**src/core/rcs_defines.vh**
```
// Constants for the start-up reset and clock configuration block.
`ifndef RCS_DEFINES_VH
`define RCS_DEFINES_VH
// Wishbone register offsets (byte addresses).
`define RCS_OFF_STATUS 8'h00
`define RCS_OFF_PWR_MGMT 8'h04
`define RCS_OFF_RUN_RST 8'h08
`define RCS_OFF_RESET_VEC 8'h0C
// Field positions.
`define RCS_RUN_RST_EN_BIT 0
`define RCS_PM_MULT_LSB 0
`define RCS_PM_DIV_LSB 8
// Ratio select codes.
`define RCS_RATIO_8 2'h0
`define RCS_RATIO_32 2'h1
`define RCS_RATIO_16 2'h2
`define RCS_RATIO_RSVD 2'h3
// Reset values.
`define RCS_PM_RESET 16'h0000
`define RCS_RUN_RST_RESET 1'h0
`define RCS_RESET_VECTOR 32'h0009_0000
// Lock wait in reference clock cycles.
`define RCS_LOCK_CYCLES 13'h1000
`endif

```
**src/core/rcs_sync.v**
```verilog
// Two-flop synchroniser bank for pin inputs.
`timescale 1ns/1ps
`default_nettype none
module rcs_sync #(
	parameter W = 1
) (
	// Clock and reset.
	input wire clk,
	input wire reset,
	// Data.
	input wire [W-1:0] d,
	output wire [W-1:0] q
);
	reg [W-1:0] meta_r;
	reg [W-1:0] sync_r;
	// First stage is read only by the second stage.
	always @(posedge clk or posedge reset) begin
		if (reset) begin
			meta_r <= {W{1'b0}};
			sync_r <= {W{1'b0}};
		end else begin
			meta_r <= d;
			sync_r <= meta_r;
		end
	end
	assign q = sync_r;
endmodule
`default_nettype wire

```
**src/core/rcs_top.v**
```verilog
// Start-up reset, clock ratio and boot configuration sequencer.
// Operation
// - Ratio pins give 8:1 for 00, 32:1 for 01, 16:1 for 10; 11 reserved.
// - Software may rewrite PLL multiplier and divider any time after core leaves reset.
// - After reset release wait 4096 reference cycles for PLL lock.
// - After the wait the core starts at the fixed reset vector.
// - While reset is asserted all logic sits in a known state.
// - After reset the shared pin works as reset indicator output.
// - Shared pin becomes running reset input only when control bit 0 set.
// - Boot mode comes from the three boot select pins.
//
// Local design decisions: the Wishbone interface to the registers and the register addresses.
`timescale 1ns/1ps
`default_nettype none
`include "rcs_defines.vh"
module rcs_top (
	// Clock and reset (reset is the active-high, board-driven reset pin).
	input wire clk,
	input wire reset,
	// Strap pins.
	input wire [1:0] ratio_sel_pins,
	input wire [2:0] boot_sel_pins,
	// Shared reset indicator / running reset pin.
	input wire shared_rst_i,
	output reg shared_rst_o,
	output reg shared_rst_oe_n,
	// Core start-up outputs.
	output reg core_run,
	output reg core_reset,
	output reg [31:0] core_start_addr,
	output reg [5:0] clk_ratio,
	output reg [2:0] boot_mode,
	output reg [7:0] pll_mult,
	output reg [7:0] pll_div,
	output reg pll_update,
	// Wishbone slave.
	input wire wb_cyc_i,
	input wire wb_stb_i,
	input wire wb_we_i,
	input wire [7:0] wb_adr_i,
	input wire [3:0] wb_sel_i,
	input wire [31:0] wb_dat_i,
	output reg [31:0] wb_dat_o,
	output reg wb_ack_o
);
	// Sequencer states: strap latch, PLL lock wait, core running.
	// The latch state lasts three edges so that the strap levels have
	// crossed both synchroniser stages before the last sample is kept.
	localparam ST_LATCH = 2'h0;
	localparam ST_LOCK = 2'h1;
	localparam ST_RUN = 2'h2;
	// Last count of the lock wait, sized to the counter.
	localparam [12:0] LOCK_LAST = `RCS_LOCK_CYCLES - 13'h0001;

	// Ratio code decode; reserved code falls back to the slowest ratio.
	// Only the synchronised code ratio_s is decoded, never the raw pins.
	function [5:0] ratio_of;
		input [1:0] code;
		begin
			case (code)
				`RCS_RATIO_8: ratio_of = 6'h08;
				`RCS_RATIO_32: ratio_of = 6'h20;
				`RCS_RATIO_16: ratio_of = 6'h10;
				default: ratio_of = 6'h08;
			endcase
		end
	endfunction

	////////////////////////////////////////////////////////////////////////////
	wire [1:0] ratio_s;
	wire [2:0] boot_s;
	wire run_rst_s;
	// Pins cross into the clock domain through two flops.
	// The stages come out of reset at zero, so their output is the real
	// pin level only from the second edge after release onwards.
	rcs_sync #(.W(6)) u_sync (
		.clk(clk),
		.reset(reset),
		.d({ratio_sel_pins, boot_sel_pins, shared_rst_i}),
		.q({ratio_s, boot_s, run_rst_s})
	);

	////////////////////////////////////////////////////////////////////////////
	// Sequencer, lock counter and stored register state.
	reg [1:0] state_r;
	reg [12:0] cnt_r;
	reg [1:0] ratio_code_r;
	reg run_rst_en_r;
	reg [15:0] pm_r;
	reg strap_done_r;
	reg strap_wait_r;
	// Decoded conditions shared by several processes.
	wire running = (state_r == ST_RUN);
	wire run_rst_hit = run_rst_en_r & ~run_rst_s;
	wire wb_req = wb_cyc_i & wb_stb_i & ~wb_ack_o;
	wire wb_wr = wb_req & wb_we_i;

	// Sequencer: latch straps, wait for lock, then run.
	// Edges one to three after release sample the straps and the last sample
	// wins. The lock count then runs over 4096 edges before the core is let go.
	// A running reset only repeats the lock wait; the straps stay as latched.
	always @(posedge clk or posedge reset) begin
		if (reset) begin
			state_r <= ST_LATCH;
			cnt_r <= 13'h0000;
			ratio_code_r <= 2'h0;
			boot_mode <= 3'h0;
			clk_ratio <= 6'h08;
			strap_done_r <= 1'b0;
			strap_wait_r <= 1'b0;
			core_run <= 1'b0;
			core_reset <= 1'b1;
			core_start_addr <= 32'h0000_0000;
		end else begin
			case (state_r)
				ST_LATCH: begin
					// Straps sampled on each of the three latch edges after release, held until next reset.
					ratio_code_r <= ratio_s;
					clk_ratio <= ratio_of(ratio_s);
					boot_mode <= boot_s;
					strap_wait_r <= 1'b1;
					strap_done_r <= strap_wait_r;
					cnt_r <= 13'h0000;
					if (strap_done_r) begin
						state_r <= ST_LOCK;
					end
				end
				ST_LOCK: begin
					// Count the reference cycles of the PLL lock wait.
					if (cnt_r == LOCK_LAST) begin
						// Release the core at the fixed reset vector.
						state_r <= ST_RUN;
						core_run <= 1'b1;
						core_reset <= 1'b0;
						core_start_addr <= `RCS_RESET_VECTOR;
					end else begin
						cnt_r <= cnt_r + 13'h0001;
					end
				end
				ST_RUN: begin
					// A running reset sends the core back through the lock wait.
					if (run_rst_hit) begin
						state_r <= ST_LOCK;
						cnt_r <= 13'h0000;
						core_run <= 1'b0;
						core_reset <= 1'b1;
					end
				end
				default: begin
					state_r <= ST_LATCH;
				end
			endcase
		end
	end

	////////////////////////////////////////////////////////////////////////////
	// Shared pin: indicator output unless running reset input is enabled.
	// The indicator is low while the core is held and high once it runs.
	// Turning the pin around only after the enable bit is stored keeps
	// the pin driven high in the cycle of the write.
	always @(posedge clk or posedge reset) begin
		if (reset) begin
			shared_rst_o <= 1'b0;
			shared_rst_oe_n <= 1'b0;
		end else begin
			shared_rst_o <= running;
			shared_rst_oe_n <= run_rst_en_r;
		end
	end

	////////////////////////////////////////////////////////////////////////////
	// Register writes; PLL setting accepted only while the core runs.
	// A PLL write before the core runs is still answered but changes nothing,
	// so start-up code cannot disturb the lock wait.
	always @(posedge clk or posedge reset) begin
		if (reset) begin
			pm_r <= `RCS_PM_RESET;
			run_rst_en_r <= `RCS_RUN_RST_RESET;
			pll_mult <= 8'h00;
			pll_div <= 8'h00;
			pll_update <= 1'b0;
		end else begin
			pll_update <= 1'b0;
			if (wb_wr && wb_adr_i == `RCS_OFF_PWR_MGMT && running) begin
				if (wb_sel_i[0]) begin
					pm_r[7:0] <= wb_dat_i[7:0];
					pll_mult <= wb_dat_i[7:0];
				end
				if (wb_sel_i[1]) begin
					pm_r[15:8] <= wb_dat_i[15:8];
					pll_div <= wb_dat_i[15:8];
				end
				pll_update <= |wb_sel_i[1:0];
			end
			// The enable bit turns the shared pin into the running reset input.
			if (wb_wr && wb_adr_i == `RCS_OFF_RUN_RST && wb_sel_i[0]) begin
				run_rst_en_r <= wb_dat_i[`RCS_RUN_RST_EN_BIT];
			end
		end
	end

	////////////////////////////////////////////////////////////////////////////
	// Bus answer: one cycle after the request, unmapped reads return zero.
	// The request is masked while ack stands, so one cycle gives one answer.
	always @(posedge clk or posedge reset) begin
		if (reset) begin
			wb_ack_o <= 1'b0;
			wb_dat_o <= 32'h0000_0000;
		end else begin
			wb_ack_o <= wb_req;
			wb_dat_o <= 32'h0000_0000;
			if (wb_req && !wb_we_i) begin
				case (wb_adr_i)
					`RCS_OFF_STATUS: wb_dat_o <= {19'h00000, boot_mode, ratio_code_r,
						run_rst_s, running, state_r, core_run, strap_done_r,
						2'h0};
					`RCS_OFF_PWR_MGMT: wb_dat_o <= {16'h0000, pm_r};
					`RCS_OFF_RUN_RST: wb_dat_o <= {31'h00000000, run_rst_en_r};
					`RCS_OFF_RESET_VEC: wb_dat_o <= `RCS_RESET_VECTOR;
					default: wb_dat_o <= 32'h0000_0000;
				endcase
			end
		end
	end
endmodule
`default_nettype wire
```
**config.mk**
```make
export PLATFORM = sky130hd
export DESIGN_NAME = rcs_top
export DESIGN_NICKNAME = d
export VERILOG_FILES = /design/src/core/rcs_sync.v /design/src/core/rcs_top.v
export VERILOG_INCLUDE_DIRS = /design/src /design/src/core
export SDC_FILE = /design/constraint.sdc
export NUM_CORES = 1
export LEC_CHECK = 0
export ABC_CLOCK_PERIOD_IN_PS = 2400
export BUFFER_PORTS_ARGS = -buffer_cell sky130_fd_sc_hd__clkbuf_2
export CAP_MARGIN = 15
export CORE_MARGIN = 4
export CORE_UTILIZATION = 42
export DETAILED_ROUTE_END_ITERATION = 16
export PLACE_DENSITY = 0.81
export SETUP_SLACK_MARGIN = 0.1
export SYNTH_ARGS = -nofsm -noshare
export SYNTH_HDL_FRONTEND = slang
export SYNTH_HIERARCHICAL = 1
export SYNTH_SLANG_ARGS = --single-unit
```
**constraint.sdc**
```tcl
create_clock -name clk -period 2.4 [get_ports clk]
set_input_delay 0.36 -clock clk [delete_from_list [all_inputs] [get_ports clk]]
set_output_delay 0.36 -clock clk [all_outputs]
set_load 0.02 [all_outputs]
```
==> impl_metrics.csv <==
group,metric,value,unit
placement,placed_area,4040,um2
floorplan,pin_count,150,
route,wl_per_cell,14.4,um
yosys,synth_area_per_cell,11.6,um2
clock_network,clk_pin_slew,80,ps
clock_network,clk_latency,350,ps
final_layout,drive_gt1_share,35.9,%
timing,finClkSkew,7.86,ps
timing,worst_slew_pin_slew,603,ps
floorplan,die_w,101,um
setup_path,reg2reg_slack,400,ps
route,dr.pass1.iters,4,
hold_path,hold_end,"u_sync/meta_r[5]",
yosys,syn_area,3650,um2
global_routing,overflow,0,
setup_path,critPathTopFamily,"simple AND/OR/NAND/NOR gates",
final_layout,fin_nets,468,
setup_path,critPathArrivalTime,2240,ps
final_layout,area_growth,16.2,%
route,wl,7420,um
timing,relSlewSlack,58.8,%
placement,port_buffers,84,
yosys,synthFlopType,"dfrtp_1",
setup_path,cp_slowest_stage_delay,500,ps
timing,fmax,501,MHz
global_routing,antenna_found_initial,0,
floorplan,start_util,43.8,%
final_layout,design_area,4250,um2
timing,rsz0062_at_grt,"no",
clock_network,htreeDepth,3,
final_layout,antennaDiodeCount,0,
setup_path,worst_path_max_delay_cell,"and3_1",
floorplan,die_height,101,um
timing,setup_viol,0,
hold_path,min_path_cells,1,
global_routing,grt_max_degree,67,
setup_path,ff2ff_path_depth,4,
pwr,p_per_area,583,nW/um2
timing,finalHoldViolations,0,
setup_path,worst-path-max-fanout,14,
yosys,ys_warn_count,6,
clock_network,cts_tree,"done",
yosys,synth-edff-count,0,
yosys,synth.distinct_cells,52,
placement,hpwl,5520,um
yosys,async_flop_share,100,%
setup_path,r2r_end,"pm_r[9]",
route,via_per_inst,4.98,
route,ant_nets,0,
setup_path,cp_cell_sequence,"inv_1 -> ha_1 -> and3_1 -> mux2_2",
timing,holdWs,110,ps
global_routing,grt.total_usage,15.1,%
timing,fin_tns_setup,0,ps
hold_path,worstHoldPathType,"in2reg",
final_layout,fillers,752,
setup_path,critPathBufInv,1,
setup_path,critPathKind,"reg2reg",
clock_network,cts.sink_count,78,
setup_path,crit_path_end_kind,"flop",
pwr,p_leak,2.17,nW
yosys,syn_inst,316,
clock_network,post-cts-setup-buffers,0,
floorplan,core-area,8340,um2
route,drt_iter0_markers,160,
timing,slew_violations,0,
route,route.vias.total,2565,
placement,place_ws,227,ps
setup_path,r2r_start,"state_r[0]",
outcome,status,"finished, final reports clean",
final_layout,utilization,50.9,%
hold_path,worst_hold_startpoint,"ratio_sel_pins[1]",
global_routing,grt_pass1_vias,2477,
timing,worst_slack,405,ps
global_routing,grt_pass1_wl,12100,um
yosys,seq_area_frac_synth,53.5,%
floorplan,dieArea,10300,um2
setup_path,worstPathRequired,2640,ps
job,cap_violations,0,
floorplan,rows,33,
placement,globalplace.congestion,0.829,
timing,period_share,83.1,%
route,drc_errors,0,
yosys,ys_seq_elements,78,
setup_path,start_kind,"flop",
clock_network,cts-root-buf,"clkbuf_8",
clock_network,clk_path_buf_depth,2,
clock_network,cts_buffers,9,
pwr,vdd_ir_drop_max,0.000333,V
timing,fin_crit,2000,ps
-- where the power goes --
group | switching [W] | internal, W
logic | 0.000121 | 0.0000414
registers | 0.0000100 | 0.00133
clock network | 0.000466 | 0.000504
total | 0.000597 | 0.00188
-- cell type report --
class	instances	area, um2	share of cell area [%]
clock buffers	10	138	3.24
inverters	13	48.8	1.15
flip-flops and latches	78	1950	46.0
repair buffers	94	510	12.0
clock inverters	5	57.6	1.36
multi-input cells	210	1410	33.1
well taps	105	131	3.09
-- kinds of logic (layout without fill, tap and decap cells) --
group / count (synthesis) / count (layout) / share of synthesized area [%]
AND/OR/NAND/NOR: 70 / 70 / 10.8
multiplexers: 31 / 31 / 9.42
buffers and inverters: 74 / 122 / 12.9
AO/OA/AOI/OAI: 55 / 55 / 10.8
other: 1 / 47 / 0.103
flip-flops: 78 / 78 / 53.5
adder cells (fa/ha/maj): 7 / 7 / 2.40
-- through the flow --
stage / instances / power (W)
floorplan: 362 / 0.00153
CTS: 515 / 0.00250
global placement: 499 / 0.00153
finish: 515 / 0.00248
detailed placement: 499 / 0.00153
global route: 515 / 0.00259
-- what timing repair did --
| action | 4_1_cts | 5_1_grt |
|---|---|---|
| resized for setup | 0 | 0 |
| hold endpoints to repair | 12 | 0 |
| hold buffers | 1 | 0 |
-- placed cells by master, fill, tap and decap left out, drive strengths merged, types with 3 or more instances in the layout --
cell type and count:
nand3b 3, a21oi 11, nor2 13, conb 47, nand3 3, o21ai 6
o211ai 3, mux2i 4, buf 9, dfrtp 76, o311ai 3, nand2 15
or3 3, mux2 27, nand4 4, a211oi 6, and3 7, inv 14
nor4 4, or2 4, ha 7, a22oi 11, and2 5, clkbuf 94
clkinv 3
-- sequential cells by signal (all words and copies together), names as in the netlist --
register         count
run_rst_en_r         1
u_sync/meta_r        6
core_start_addr      1
ratio_code_r         2
wb_ack_o             1
core_reset           1
clk_ratio            3
shared_rst_oe_n      1
boot_mode            3
pll_update           1
shared_rst_o         1
u_sync/q             6
pm_r                16
wb_dat_o            17
state_r              2
core_run             1
strap_wait_r         1
strap_done_r         1
cnt_r               13
-- how the worst max path moves through the flow --
stage               slack (ps)         from  cells after the start           end
global route               230   state_r[0]                      6      cnt_r[7]
detailed placement         230  wb_adr_i[1]                      5  run_rst_en_r
finish                     400   state_r[0]                      4       pm_r[9]
global placement           250  wb_adr_i[1]                      5       pm_r[8]
floorplan                  390        reset                      1  boot_mode[0]
CTS                        410   state_r[0]                      4       pm_r[9]
-- per-layer routing --
| metal | vias to the layer above | part of all wire, % | wire, um | global-route usage [%] |
|---|---|---|---|---|
| met5 | - | 0 | 0 | 0 |
| met4 | 0 | 2.5 | 189 | 8.08 |
| met3 | 15 | 11 | 805 | 3.65 |
| met2 | 128 | 46 | 3380 | 23.3 |
| met1 | 1224 | 41 | 3040 | 19.8 |
| li1 | 1198 | - | - | - |
-- Yosys cell counts (4+ instances only) --
cell | n | area, um2
ha_1 | 7 | 87.6
and2_1 | 5 | 31.3
mux2_2 | 27 | 304
and3_1 | 7 | 43.8
a21oi_1 | 11 | 55.1
mux2i_1 | 4 | 40.0
inv_1 | 13 | 48.8
nand4_1 | 4 | 25.0
nand2_1 | 15 | 56.3
clkbuf_1 | 7 | 26.3
nor4_1 | 4 | 25.0
a22oi_1 | 11 | 82.6
buf_4 | 49 | 368
a211oi_1 | 6 | 45.0
dfrtp_1 | 76 | 1900
o21ai_0 | 4 | 20.0
nor2_1 | 13 | 48.8
-- worst register-to-register path, cell delays in order (launching register included) --
cell,delay (ps)
dfrtp_1,430
inv_1,100
ha_1,460
and3_1,500
mux2_2,390
Power figures use the tool's default switching activity.
